`config.mk`:
```
export PLATFORM = sky130hd
export DESIGN_NAME = rtcob_cfg
export DESIGN_NICKNAME = d
export VERILOG_FILES = /design/src/rtcob_pkg.sv /design/src/rtcob_cfg.sv
export SDC_FILE = /design/constraint.sdc
export NUM_CORES = 1
export LEC_CHECK = 0
export BUFFER_PORTS_ARGS = -buffer_cell sky130_fd_sc_hd__buf_2
export CAP_MARGIN = 20
export CORE_MARGIN = 10
export CORE_UTILIZATION = 40
export DETAILED_ROUTE_END_ITERATION = 10
export GPL_ROUTABILITY_DRIVEN = 0
export PLACE_DENSITY = 0.68
export SYNTH_ARGS = -nofsm -noshare
export SYNTH_HDL_FRONTEND = slang
export SYNTH_SLANG_ARGS = --single-unit
export TNS_END_PERCENT = 50
```
`constraint.sdc`:
```
create_clock -name REF_CLK_I -period 2.2 [get_ports REF_CLK_I]
set_clock_uncertainty 0.15 [all_clocks]
set_input_delay 0.33 -clock REF_CLK_I [delete_from_list [all_inputs] [get_ports REF_CLK_I]]
set_output_delay 0.33 -clock REF_CLK_I [all_outputs]
set_load 0.01 [all_outputs]
```
`src/rtcob_pkg.sv`:
```
// rtcob_pkg: constants, types and state layout of the oscillator and battery switch config block
package rtcob_pkg;

  localparam logic [7:0] RTCOB_OSC_OFS    = 8'h25;
  localparam logic [7:0] RTCOB_BSW_OFS    = 8'h26;
  localparam logic [7:0] RTCOB_FLAGS_OFS  = 8'h2B;
  localparam logic [7:0] RTCOB_OSC_RST    = 8'h00;
  localparam logic [4:0] RTCOB_BSW_RST    = 5'h00;
  localparam logic [6:0] RTCOB_DEV_ADDR   = 7'h50; // arbitrary bus address
  localparam logic [3:0] RTCOB_BYTE_BITS  = 4'h8;

  localparam int RTCOB_CLKINV_BIT = 7;
  localparam int RTCOB_OFSMOD_BIT = 6;
  localparam int RTCOB_H12_BIT   = 5;
  localparam int RTCOB_LOWJIT_BIT = 4;
  localparam int RTCOB_DRV_MSB   = 3;
  localparam int RTCOB_DRV_LSB   = 2;
  localparam int RTCOB_CAP_MSB   = 1;
  localparam int RTCOB_CAP_LSB   = 0;
  localparam int RTCOB_SWOFF_BIT  = 4;
  localparam int RTCOB_REFR_BIT   = 3;
  localparam int RTCOB_CMP_MSB    = 2;
  localparam int RTCOB_CMP_LSB    = 1;
  localparam int RTCOB_THR_BIT    = 0;
  localparam int RTCOB_BATFLG_BIT = 0;

  typedef enum logic [1:0] {
    RTCOB_DRV_NORMAL = 2'b00,
    RTCOB_DRV_LOW    = 2'b01,
    RTCOB_DRV_HIGH   = 2'b10
  } rtcob_drive_e;

  typedef enum logic [1:0] {
    RTCOB_CAP_7P0  = 2'b00,
    RTCOB_CAP_6P0  = 2'b01,
    RTCOB_CAP_12P5 = 2'b10
  } rtcob_cap_e;

  typedef enum logic [2:0] {
    RTCOB_IDLE = 3'b000,
    RTCOB_ADDR = 3'b001,
    RTCOB_REG  = 3'b010,
    RTCOB_WDAT = 3'b011,
    RTCOB_ACK  = 3'b100,
    RTCOB_RDAT = 3'b101,
    RTCOB_RACK = 3'b110
  } rtcob_bus_e;

  typedef struct packed {
    logic         clk_invert;
    logic         offset_mode;
    logic         hour_12;
    logic         low_jitter;
    rtcob_drive_e drive;
    rtcob_cap_e   load_cap;
    logic         switchover_disable;
    logic         refresh_rate;
    logic [1:0]   compare_sel;
    logic         threshold_sel;
  } rtcob_cfg_s;

  typedef struct packed {
    rtcob_bus_e st;
    rtcob_bus_e after_ack;
    logic [3:0] bits;
    logic [7:0] shift;
    logic [7:0] ptr;
    logic       rw;
    logic       nack;
    logic       sda_low;
    logic       scl_p;
    logic       sda_p;
    logic [7:0] osc;
    logic [4:0] bsw;
    logic       bat_flag;
    logic       bat_p;
    logic       pulse;
    logic       tick_seen;
    logic       clk_out;
    logic       clk_hiz;
    logic       irq_low;
    logic       stamp_drive;
    logic       stamp_val;
    logic       stamp_din;
    logic       stamp_mech;
  } rtcob_state_s;

endpackage : rtcob_pkg

```
`src/rtcob_cfg.sv`:
```
// rtcob_cfg: two-wire register slave, oscillator and battery switch-over control
//
// Behaviour
// - bit 7 inverts the selected clock output
// - bit 5 selects 12-hour, else 24-hour counting
// - hour format ignored in stop-watch mode
// - bit 4 enables low-jitter clock output
// - drive: 00 normal, 01 low, 1x high
// - load cap: 00 7.0, 01 6.0, 1x 12.5
// - flag set on each change to battery
// - flag readable only on main supply
// - interrupt on battery entry and exit
// - serial bus pins ignored on battery
// - clock output pin high impedance on battery
// - timestamp output off, input ignored on battery
// - mechanical switch detector stays active on battery
// - interrupt pin active on battery, clock off
// - switch-over disable bit turns circuit off
// - flag stays set until software clears
// - pulse cleared by 128 Hz, 1-2 periods
`timescale 1ns/10ps
module rtcob_cfg
  import rtcob_pkg::*;
#(
  parameter logic [6:0] DEV_ADDR = RTCOB_DEV_ADDR
)
(
  input  wire logic       REF_CLK_I,
  input  wire logic       RST_B_I,
  input  wire logic       SCL_I,
  input  wire logic       SDA_I,
  output logic            SDA_O,
  output logic            SDA_OE_B_O,
  input  wire logic       BATTERY_MODE_I,
  input  wire logic       STOPWATCH_MODE_I,
  input  wire logic       CLK_SEL_I,
  input  wire logic       TICK_128HZ_I,
  input  wire logic       BS_INT_EN_I,
  input  wire logic       INT_LEVEL_MODE_I,
  input  wire logic       INT_OTHER_I,
  input  wire logic       INT_PIN_BAT_IND_I,
  input  wire logic       INT_PIN_CLK_MODE_I,
  input  wire logic       STAMP_OUT_EN_I,
  input  wire logic       STAMP_OUT_I,
  input  wire logic       STAMP_DIN_I,
  input  wire logic       STAMP_MECH_I,
  output rtcob_cfg_s      CFG_O,
  output logic            BATTERY_SWITCHED_FLAG_O,
  output logic            CLK_OUT_O,
  output logic            CLK_OUT_OE_B_O,
  output logic            INT_PIN_O,
  output logic            INT_PIN_OE_B_O,
  output logic            STAMP_O,
  output logic            STAMP_OE_B_O,
  output logic            STAMP_DIN_O,
  output logic            STAMP_MECH_O
);

  rtcob_state_s s_q;
  rtcob_state_s s_d;

  logic       bat;
  logic       scl;
  logic       sda;
  logic       scl_rise;
  logic       scl_fall;
  logic       start_seen;
  logic       stop_seen;
  logic       bat_enter;
  logic       bat_leave;
  logic [7:0] rd_data;

  // switch-over only exists while the circuit is enabled
  assign bat        = BATTERY_MODE_I & ~s_q.bsw[RTCOB_SWOFF_BIT];
  // bus pins are forced idle on battery, so floating pins do no harm
  assign scl        = bat | SCL_I;
  assign sda        = bat | SDA_I;
  assign scl_rise   = scl & ~s_q.scl_p;
  assign scl_fall   = ~scl & s_q.scl_p;
  assign start_seen = scl & s_q.scl_p & s_q.sda_p & ~sda;
  assign stop_seen  = scl & s_q.scl_p & ~s_q.sda_p & sda;
  assign bat_enter  = bat & ~s_q.bat_p;
  assign bat_leave  = ~bat & s_q.bat_p;

  always_comb
  begin
    case (s_q.ptr)
      RTCOB_OSC_OFS:   rd_data = s_q.osc;
      RTCOB_BSW_OFS:   rd_data = {3'h0, s_q.bsw};
      RTCOB_FLAGS_OFS: rd_data = {7'h00, s_q.bat_flag};
      default:         rd_data = 8'h00;
    endcase
  end

  always_comb
  begin
    s_d       = s_q;
    s_d.scl_p = scl;
    s_d.sda_p = sda;
    s_d.bat_p = bat;

    if (bat_enter)
    begin
      s_d.bat_flag = 1'b1;
    end

    if (bat || stop_seen)
    begin
      s_d.st      = RTCOB_IDLE;
      s_d.sda_low = 1'b0;
    end
    else if (start_seen)
    begin
      s_d.st      = RTCOB_ADDR;
      s_d.bits    = 4'h0;
      s_d.sda_low = 1'b0;
    end
    else
    begin
      case (s_q.st)
        RTCOB_ADDR, RTCOB_REG, RTCOB_WDAT:
        begin
          if (scl_rise)
          begin
            s_d.shift = {s_q.shift[6:0], sda};
            s_d.bits  = s_q.bits + 4'h1;
          end
          else if (scl_fall && s_q.bits == RTCOB_BYTE_BITS)
          begin
            s_d.st      = RTCOB_ACK;
            s_d.sda_low = 1'b1;
            s_d.bits    = 4'h0;
            if (s_q.st == RTCOB_ADDR)
            begin
              s_d.rw        = s_q.shift[0];
              s_d.after_ack = s_q.shift[0] ? RTCOB_RDAT : RTCOB_REG;
              if (s_q.shift[7:1] != DEV_ADDR)
              begin
                // foreign address: stay off the line until the next start
                s_d.st      = RTCOB_IDLE;
                s_d.sda_low = 1'b0;
              end
            end
            else if (s_q.st == RTCOB_REG)
            begin
              s_d.ptr       = s_q.shift;
              s_d.after_ack = RTCOB_WDAT;
            end
            else
            begin
              s_d.after_ack = RTCOB_WDAT;
              s_d.ptr       = s_q.ptr + 8'h01;
              if (s_q.ptr == RTCOB_OSC_OFS)
              begin
                s_d.osc = s_q.shift;
              end
              if (s_q.ptr == RTCOB_BSW_OFS)
              begin
                s_d.bsw = s_q.shift[4:0];
              end
              // a new switch-over in the same cycle keeps the flag set
              if (s_q.ptr == RTCOB_FLAGS_OFS && !s_q.shift[RTCOB_BATFLG_BIT] && !bat_enter)
              begin
                s_d.bat_flag = 1'b0;
                s_d.pulse = 1'b0;
              end
            end
          end
        end
        RTCOB_ACK, RTCOB_RACK:
        begin
          if (scl_rise)
          begin
            s_d.nack = (s_q.st == RTCOB_RACK) & sda;
          end
          else if (scl_fall)
          begin
            s_d.sda_low = 1'b0;
            s_d.st      = s_q.after_ack;
            if (s_q.st == RTCOB_RACK && s_q.nack)
            begin
              s_d.st = RTCOB_IDLE;
            end
            else if (s_q.after_ack == RTCOB_RDAT)
            begin
              s_d.shift   = rd_data;
              s_d.sda_low = ~rd_data[7];
              s_d.ptr     = s_q.ptr + 8'h01;
              s_d.bits    = 4'h0;
            end
          end
        end
        RTCOB_RDAT:
        begin
          if (scl_rise)
          begin
            s_d.bits = s_q.bits + 4'h1;
          end
          else if (scl_fall)
          begin
            if (s_q.bits == RTCOB_BYTE_BITS)
            begin
              s_d.st        = RTCOB_RACK;
              s_d.after_ack = RTCOB_RDAT;
              s_d.sda_low   = 1'b0;
            end
            else
            begin
              s_d.shift   = {s_q.shift[6:0], 1'b0};
              s_d.sda_low = ~s_q.shift[6];
            end
          end
        end
        RTCOB_IDLE:
        begin
          s_d.sda_low = 1'b0;
        end
        default:
        begin
          s_d.st      = RTCOB_IDLE;
          s_d.sda_low = 1'b0;
        end
      endcase
    end

    // the tick is free running, so a pulse lasts one to two tick periods
    if (bat_enter || bat_leave)
    begin
      s_d.pulse     = 1'b1;
      s_d.tick_seen = 1'b0;
    end
    else if (TICK_128HZ_I && s_q.pulse)
    begin
      s_d.tick_seen = 1'b1;
      s_d.pulse     = ~s_q.tick_seen;
    end

    if (INT_PIN_BAT_IND_I)
    begin
      s_d.irq_low = bat;
    end
    else if (INT_PIN_CLK_MODE_I)
    begin
      s_d.irq_low = ~bat & ~s_q.clk_out;
    end
    else
    begin
      s_d.irq_low = INT_OTHER_I |
                    (BS_INT_EN_I & (INT_LEVEL_MODE_I ? s_d.bat_flag : s_d.pulse));
    end

    s_d.clk_out     = CLK_SEL_I ^ s_q.osc[RTCOB_CLKINV_BIT];
    s_d.clk_hiz     = bat;
    s_d.stamp_drive = STAMP_OUT_EN_I & ~bat;
    s_d.stamp_val   = STAMP_OUT_I;
    s_d.stamp_din   = STAMP_DIN_I & ~bat;
    s_d.stamp_mech  = STAMP_MECH_I;
  end

  always_ff @(posedge REF_CLK_I)
  begin
    if (!RST_B_I)
    begin
      s_q           <= '0;
      s_q.st        <= RTCOB_IDLE;
      s_q.after_ack <= RTCOB_IDLE;
      s_q.scl_p     <= 1'b1;
      s_q.sda_p     <= 1'b1;
      s_q.osc       <= RTCOB_OSC_RST;
      s_q.bsw       <= RTCOB_BSW_RST;
      s_q.clk_hiz   <= 1'b1;
    end
    else
    begin
      s_q <= s_d;
    end
  end

  always_comb
  begin
    CFG_O.clk_invert         = s_q.osc[RTCOB_CLKINV_BIT];
    CFG_O.offset_mode        = s_q.osc[RTCOB_OFSMOD_BIT];
    CFG_O.hour_12            = s_q.osc[RTCOB_H12_BIT] & ~STOPWATCH_MODE_I;
    CFG_O.low_jitter         = s_q.osc[RTCOB_LOWJIT_BIT];
    CFG_O.drive              = s_q.osc[RTCOB_DRV_MSB] ? RTCOB_DRV_HIGH :
                               rtcob_drive_e'(s_q.osc[RTCOB_DRV_MSB:RTCOB_DRV_LSB]);
    CFG_O.load_cap           = s_q.osc[RTCOB_CAP_MSB] ? RTCOB_CAP_12P5 :
                               rtcob_cap_e'(s_q.osc[RTCOB_CAP_MSB:RTCOB_CAP_LSB]);
    CFG_O.switchover_disable = s_q.bsw[RTCOB_SWOFF_BIT];
    CFG_O.refresh_rate       = s_q.bsw[RTCOB_REFR_BIT];
    CFG_O.compare_sel        = s_q.bsw[RTCOB_CMP_MSB:RTCOB_CMP_LSB];
    CFG_O.threshold_sel      = s_q.bsw[RTCOB_THR_BIT];
  end

  assign BATTERY_SWITCHED_FLAG_O = s_q.bat_flag;
  assign SDA_O                   = 1'b0;
  assign SDA_OE_B_O              = ~s_q.sda_low;
  assign CLK_OUT_O               = s_q.clk_out;
  assign CLK_OUT_OE_B_O          = s_q.clk_hiz;
  assign INT_PIN_O               = 1'b0;
  assign INT_PIN_OE_B_O          = ~s_q.irq_low;
  assign STAMP_O                 = s_q.stamp_val;
  assign STAMP_OE_B_O            = ~s_q.stamp_drive;
  assign STAMP_DIN_O             = s_q.stamp_din;
  assign STAMP_MECH_O            = s_q.stamp_mech;

endmodule : rtcob_cfg

```
* Word level (Yosys, flattened, before mapping)
Index checks and enable logic that the tools add are counted.
** Word-level totals
- Bits in registers :: 55
- Input bits :: 17
- Output and inout port bits :: 24
- Logic and storage cells :: 204
** Operators by class
- $add $sub $neg :: 2
- Equality and inequality tests :: 36
- Multiplexer cells :: 70
- Bitwise gates (word level) :: 42
- Reductions and logical operators :: 30
** Operators by type and width (count)
- 20-bit two-way mux :: 4
- 8-bit two-way mux :: 6
- 8-bit AND reduction :: 6
- 12-bit one-hot mux with 3 select lines :: 1
- 1-bit two-way mux :: 33
- 3-bit != test (second input constant) :: 10
- 2-bit != test (second input constant) :: 13
- 8-bit by 6-bit == test with 1-bit output (second input constant) :: 3
- 6-bit two-way mux :: 4
- 8-bit one-hot mux with 3 select lines :: 1
- 1-bit NOT :: 22
- 3-bit two-way mux :: 7
- 9-bit two-way mux :: 2
- 1-bit AND :: 16
- 8-bit one-hot mux with 2 select lines :: 1
- 3-bit == test (second input constant) :: 4
- 4-bit two-way mux :: 3
- 3-bit one-hot mux with 4 select lines :: 1
- 6-bit AND reduction :: 2
- 11-bit AND reduction :: 1
- 10-bit two-way mux :: 1
- 10-bit AND reduction :: 1
- 8-bit by 1-bit adder with 8-bit output (second input constant) :: 1
- 2-bit two-way mux :: 4
- other kinds (20) :: 33

* Longest topological paths before layout
Gate-level depths: netlist of the first run.
- Depth after elaboration :: 20
- Mapped depth :: 10

* Worst setup path after synthesis of the first run
No wires, ideal clock.
- Kind :: reg-to-reg
- Start point :: register s_q[45] (netlist name)
- End point :: register s_q[32] (netlist name)
- Setup time :: 0.119 ns
- Arrival :: 1.802 ns
- Slack :: 0.129 ns
- Stages on the path, launching flop included :: 10
- Path buffers :: 2
- Clock period less this slack :: 2.071 ns
- Path through :: dfxtp_1 > inv_1 > ha_1 > and3b_1 > buf_2 > and3_1 > clkbuf_1 > nor2_1 > a211oi_1 > o221a_2
** Between the ends
- Cells in the longest elaborated chain, start to end :: 4
** RTL lines
- from (decl) :: RTL line rtcob_cfg.sv:59 : rtcob_state_s s_q;
- 4-bit == test :: RTL line rtcob_cfg.sv:128 : else if (scl_fall && s_q.bits == RTCOB_BYTE_BITS)
- 1-bit logical AND :: RTL line rtcob_cfg.sv:128
- 2-bit != test (no source line)
- 10-bit AND reduction (no source line)
Every way passes these cells.
A chain may end at the register's enable or synchronous reset.

* Worst setup path in the final report of the first run
- Start point :: register s_q, in the netlist CFG_O[4]
- End point :: register s_q[47] (netlist name)
** Between the ends
- Cells in the longest elaborated chain, start to end :: 9
- Elaborated cells on any way between the ends :: 27
- Classes of those cells :: eq/ne (6); mux (3); bitwise (14); reduce/logical (4)
** RTL lines
- 1-bit NOT * :: RTL line rtcob_cfg.sv:74 : assign bat = BATTERY_MODE_I & ~s_q.bsw[RTCOB_SWOFF_BIT];
- 1-bit AND * :: RTL line rtcob_cfg.sv:74
- branches (longest 7 deep; another with 8-bit AND reduction)
Every way passes the cells marked *.

==> results of run 1 <==
[how the worst max path moves through the flow]
stage	startpoint	end	slack (ns)	depth (start not counted)
6_report	CFG_O[4]	s_q[47]	0.13	6
5_1_grt	s_q[45]	s_q[48]	-0.02	8
4_1_cts	CFG_O[4]	s_q[4]	0.007	8
3_5_place_dp	s_q[45]	s_q[29]	-0.02	8
3_3_place_gp	CFG_O[4]	s_q[4]	0.01	8
2_1_floorplan	s_q[45]	s_q[32]	0.13	9
[per-layer routing]
| layer | GRT usage [%] | up-vias | wire length (µm) | part of all wire (%) |
|---|---|---|---|---|
| li1 | - | 1467 | - | - |
| met1 | 17.9 | 1398 | 3660 | 45 |
| met2 | 24.4 | 84 | 3960 | 48 |
| met3 | 3.23 | 14 | 455 | 5.5 |
| met4 | 4.68 | 0 | 148 | 1.8 |
| met5 | 0 | - | 0 | 0 |
[flip-flops by register name, summed over array words and instances (netlist names)]
signal                   count
CFG_O                        8
s_q                         40
STAMP_O                      1
CLK_OUT_O                    1
CLK_OUT_OE_B_O               1
STAMP_DIN_O                  1
BATTERY_SWITCHED_FLAG_O      1
STAMP_MECH_O                 1
[where the power goes]
| group | total (mW) | internal (mW) | switching [mW] |
|---|---|---|---|
| sequential | 0.997 | 0.990 | 0.00723 |
| clock | 0.704 | 0.346 | 0.358 |
| combinational | 0.143 | 0.0621 | 0.0807 |
[cell usage in the layout, fill, tap and decap left out, types with 5 or more instances in the layout]
| cell | count |
|---|---|
| o21ai_0 | 15 |
| mux2i_1 | 15 |
| nor2_1 | 50 |
| nand2_1 | 30 |
| a211oi_1 | 7 |
| clkbuf_8 | 5 |
| or3_1 | 5 |
| nand3_1 | 14 |
| nor3_1 | 5 |
| ha_1 | 5 |
| nor2b_1 | 9 |
| a21oi_1 | 50 |
| inv_1 | 13 |
| dfxtp_1 | 52 |
| buf_4 | 34 |
| buf_2 | 38 |
[stage by stage]
| stage | area [µm²] | hold slack [ns] | utilization, % | TNS, ns |
|---|---|---|---|---|
| final | 3620 | 0.0727 | 49.4 | 0 |
| after global routing | 3620 | 0.0738 | 49.4 | -0.0226 |
| after CTS | 3520 | 0.0637 | 48.0 | 0 |
| after detailed placement | 3400 | 0.312 | 46.4 | -0.0370 |
| after global placement | 3400 | 0.302 | 46.4 | 0 |
| after floorplan | 3060 | 0.263 | - | 0 |
[repair_timing]
action | in CTS | in global routing
pin swaps | 0 | 4
endpoints found under the setup margin | 6 | 18
setup buffers | 0 | 8
gates resized for setup | 2 | 12
[cell families after synthesis]
family	Yosys count
other	1
AND/OR/NAND/NOR	151
AO/OA/AOI/OAI	111
buffers and inverters	52
XOR/XNOR	2
flip-flops	54
adder cells (fa/ha/maj)	6
multiplexers	15
[area by class of cell]
| type | instances | area [µm²] |
|---|---|---|
| timing repair buffer | 74 | 485 |
| fill | 727 | 3710 |
| sequential | 54 | 1090 |
| tap | 99 | 124 |
| clock inverter | 3 | 47.5 |
| multi-input combinational | 287 | 1750 |
| clock buffer | 5 | 68.8 |
| inverter | 14 | 56.3 |
==> results_dict.tcl, run 1 <==
set metrics [dict create \
    status "finished, final reports clean" \
    clock_path_buffers 2 \
    dieArea_um2 11500 \
    grt_pass1_wl_um 13800 \
    critPathSlowestCell "or3b_1" \
    synthXorXnorAreaFrac_pct 0.573 \
    ioPinCount 41 \
    synth.top_cells.by_count "54 x dfxtp_1, 51 x nor2_1, 50 x a21oi_1" \
    die_y_um 107 \
    diodes 0 \
    fin_crit_sh_pct 93.9 \
    drive_above_1_share_pct 23.1 \
    crit_fanout 8 \
    ant_nets 0 \
    syn-cell-area_um2 3060 \
    p_per_area_nw_per_um2 509 \
    postSynthAreaPerCell_um2 7.80 \
    grt_max_degree 25 \
    cp.buffers_inverters 0 \
    critical_path_arrival_ns 2.18 \
    cts_tree "yes" \
    synth_cells 392 \
    grt_use_total_pct 14.5 \
    synthAdderAreaFrac_pct 2.45 \
    synth-compound-area-share_pct 22.7 \
    clk-insertion-delay-late_ns 0.32 \
    path_delay_family "compound AO/OA/AOI/OAI gates" \
    placedCellCount 520 \
    netlist.area_leader.share_pct 35.4 \
    synth.area.top_cells "dfxtp_1 35%, a21oi_1 8.2%, nor2_1 6.3%, mux2i_1 4.9%, nand2_1 3.7%" \
    initial_core_util_pct 41.7 \
    r2r-start "CFG_O[4]" \
    dr.pass1.iters 4 \
    dp_slack_ns -0.0205 \
    cpMostUsedCell "a21oi_1" \
    synth-seq-area-share_pct 35.4 \
    ff2ff_path_depth 6 \
    areaGrowthSynthToFinish_pct 18.3 \
    min_delay_worst_endpoint "STAMP_MECH_O" \
    drc_errors 0 \
    post-route-worst-setup-slack_ns 0.134 \
    synth.mux.area_fraction_pct 4.91 \
    die_w_um 107 \
    synth-edff-count 0 \
    hpwl_um 6150 \
    yosysWarnings 0 \
    antenna_found_initial 0 \
    overflow 0 \
    critPathKind "register to register" \
    hold_path.class "primary input to register" \
    synthArstFlopShare_pct 0 \
    fmax_ghz 0.484 \
    required_ns 2.31 \
    core_area_um2 7330 \
    clk_pin_slew_worst_paths_ns 0.11 \
    htreeDepth 2 \
    yosysTopAreaCell "dfxtp_1" \
    finalHoldViolations 0 \
    numPortBuffers 38 \
    final_nets 459 \
    cp-end-kind "register" \
    drt_iter0_markers 146 \
    start_kind "register" \
    yosys.area_share.simple_pct 25.2 \
    r2r_setup_slack_ns 0.13 \
    min_period_ns 2.07 \
    drv_cap 0 \
    rsz0062_at_grt "yes" \
    yosysMostFrequentCell "dfxtp_1" \
    wl_per_cell_um 15.4 \
    irDropWorstVdd_v 0.000262 \
    slowest_delay_ns 0.39 \
    grt_pass1_vias 2820 \
    hp-start "STAMP_MECH_I" \
    slew_violations 0 \
    ys_types 60 \
    wl_um 8230 \
    ctsHoldBuffers 0 \
    whs_path_depth 2 \
    rows 31 \
    cts_made_buffers 5 \
    synth_top_family_by_area "simple AND/OR/NAND/NOR gates" \
    clock_sinks 54 \
    ys.flop_type "dfxtp_1" \
    yosys_register_bits 54 \
    vias_per_cell 5.53 \
    r2r_end "s_q[47]" \
    vias 2963 \
    setup_viol 0 \
    ctsRootBufferMaster "clkbuf_8" \
    power_mw 1.84 \
    final_cells 536 \
    power.leakage_nw 1.43 \
    path_cells "nand2b_4 > a21oi_1 > o211a_2 > nand4b_1 > or3b_1 > a21oi_1" \
]
Note: power is estimated with default switching activity, not from simulation.
==> run 2: changes to the inputs <==
Settings changed: ABC_AREA set to 1.
==> run 2 against run 1 <==
Critical path depth rose by 3. Clock power rose by 2%. Clock-buffer cell count rose by 1. Sequential share of layout area rose by 0.46 points. Power rose by 3.9%. Routed wire length fell by 4.8%. Design area fell by 2.0%. Via count rose by 4.8%. Synthesized cell count rose by 19%. Global-route usage fell by 1.5 points. Register-to-register slack improved by 0.05 ns. Hold slack got worse by 0.028 ns.
==> results_dict.tcl, run 2 <==
set metrics [dict create \
    yosys_register_bits 54 \
    grt_max_degree 29 \
    startpoint "s_q[35]" \
    synth.area.top_cells "dfxtp_1 35%, nand2_1 9.1%, inv_1 7.9%, a21oi_1 6.2%, nor2_1 5.6%" \
    clk-insertion-delay-late_ns 0.32 \
    mostFrequentLayoutCell "nand2_1" \
    areaGrowthSynthToFinish_pct 13.4 \
    status "finished, final reports clean" \
    ioPinCount 41 \
    ant_nets 0 \
    vias_per_cell 5.14 \
    yosysTopAreaCell "dfxtp_1" \
    grt_pass1_vias 2732 \
    clk_pin_slew_worst_paths_ns 0.11 \
    r2r_end "s_q[26]" \
    fmax_ghz 0.495 \
    htreeDepth 2 \
    whs_path_depth 3 \
    ys.flop_type "dfxtp_1" \
    netlist.area_leader.share_pct 34.5 \
    p_per_area_nw_per_um2 540 \
    drv_cap 0 \
    hold_path.class "primary input to register" \
    timing.hold.ws_ns 0.0450 \
    dr.pass1.iters 5 \
    drive_above_1_share_pct 20.3 \
    r2r_setup_slack_ns 0.18 \
    synth-seq-area-share_pct 34.5 \
    slew_violations 0 \
    drt_iter0_markers 289 \
    die_w_um 108 \
    rows 32 \
    wl_per_cell_um 13.0 \
    syn-cell-area_um2 3130 \
    core_area_um2 7690 \
    synth-edff-count 0 \
    grt_use_total_pct 13.0 \
    diodes 0 \
    postSynthAreaPerCell_um2 6.73 \
    power_mw 1.91 \
    setup_viol 0 \
    synth.top_cells.by_count "76 x nand2_1, 66 x inv_1, 54 x dfxtp_1" \
    drc_errors 0 \
    wl_um 7840 \
    cts_made_buffers 5 \
    antenna_found_initial 0 \
    overflow 0 \
    die_y_um 108 \
    ff2ff_path_depth 9 \
    cts_tree "yes" \
    vias 3106 \
    power.leakage_nw 1.58 \
    critical_path_arrival_ns 2.06 \
    final_cell_mix "73 x nand2_1, 66 x inv_1, 54 x dfxtp_1, 47 x nor2_1, 39 x a21oi_1" \
    clock_sinks 54 \
    min_period_ns 2.02 \
    r2r-start "s_q[35]" \
    hpwl_um 5990 \
    grt_pass1_wl_um 12700 \
    tns_ns 0 \
    finalHoldViolations 0 \
    ctsRootBufferMaster "clkbuf_8" \
    yosysMostFrequentCell "nand2_1" \
    numPortBuffers 38 \
    fin_crit_sh_pct 91.8 \
    largest_register "s_q" \
    crit_fanout 8 \
    cp-end-kind "register" \
    irDropWorstVdd_v 0.000267 \
    yosysWarnings 0 \
    synthArstFlopShare_pct 0 \
    ctsHoldBuffers 0 \
    final_nets 524 \
    ys_types 37 \
    largest_register_ffs 40 \
    required_ns 2.24 \
    critPathKind "register to register" \
    critical_path.endpoint "s_q[26]" \
    synth_cells 465 \
    clock_path_buffers 2 \
    start_kind "register" \
    dieArea_um2 11800 \
    initial_core_util_pct 40.7 \
    fill_cells 800 \
]
==> run 2: worst min path at each step <==
stage / startpoint / slack, ns / to
2_1_floorplan: STAMP_MECH_I / 0.28 / STAMP_MECH_O
3_3_place_gp: CFG_O[9] / 0.31 / CFG_O[9]
3_5_place_dp: CFG_O[0] / 0.31 / CFG_O[0]
4_1_cts: STAMP_MECH_I / 0.04 / STAMP_MECH_O
5_1_grt: STAMP_DIN_I / 0.06 / STAMP_DIN_O
6_report: STAMP_MECH_I / 0.05 / STAMP_MECH_O
==> run 2: per-layer routing <==
layer	track usage [%]	routed length, µm	part of all wire, %	up-vias
met5	0	0	0	-
met4	3.48	86	1.1	0
met3	3.03	660	8.4	11
met2	20.4	3540	45	104
met1	17.4	3550	45	1419
li1	-	-	-	1572
==> run 2: where the power goes <==
part           switching, mW  total, mW  internal, mW
Sequential            0.0151       1.01         0.998
Combinational          0.115      0.182        0.0675
Clock                  0.345      0.720         0.375
Total                  0.475       1.91          1.44
==> run 2: per-stage QoR <==
| stage | cells | worst slack, ns | instance area (µm²) | util [%] |
|---|---|---|---|---|
| 2_1_floorplan | 466 | 0.387 | 3130 | - |
| 3_3_place_gp | 592 | 0.131 | 3370 | 43.8 |
| 3_5_place_dp | 592 | 0.0927 | 3370 | 43.8 |
| 4_1_cts | 600 | 0.0968 | 3490 | 45.4 |
| 5_1_grt | 604 | -0.00858 | 3550 | 46.1 |
| 6_report | 604 | 0.180 | 3550 | 46.1 |
==> run 2: what timing repair did <==
action / in CTS / in global routing
setup buffers: 0 / 4
hold endpoints to repair: 0 / 0
endpoints found under the setup margin: 0 / 33
resized for setup: 0 / 7
==> run 2: critical path, cell delays in order (launching register included) <==
cell and delay, ns:
dfxtp_1 0.34, inv_1 0.12, nand2_1 0.06, nor2_1 0.22
nand3_1 0.13, buf_4 0.19, nor2_1 0.21, nor3_1 0.09
o31ai_1 0.27, a21oi_1 0.10
==> run 2: cells by family after synthesis <==
family | share of synthesized area, %
compound gates | 18.8
xor+xnor | 1.12
fa+ha+maj | 2.40
buf+inv | 14.2
flops | 34.5
other cells | 0.120
simple gates | 28.8
==> run 2: layout make-up <==
| cell class | count | area, µm² | share of cell area [%] |
|---|---|---|---|
| Tap cell | 102 | 128 | 3.60 |
| Clock buffer | 6 | 82.6 | 2.33 |
| Timing Repair Buffer | 50 | 280 | 7.90 |
| Multi-Input combinational cell | 310 | 1640 | 46.1 |
| Sequential cell | 54 | 1080 | 30.5 |
| Inverter | 80 | 300 | 8.47 |
| Clock inverter | 2 | 38.8 | 1.09 |
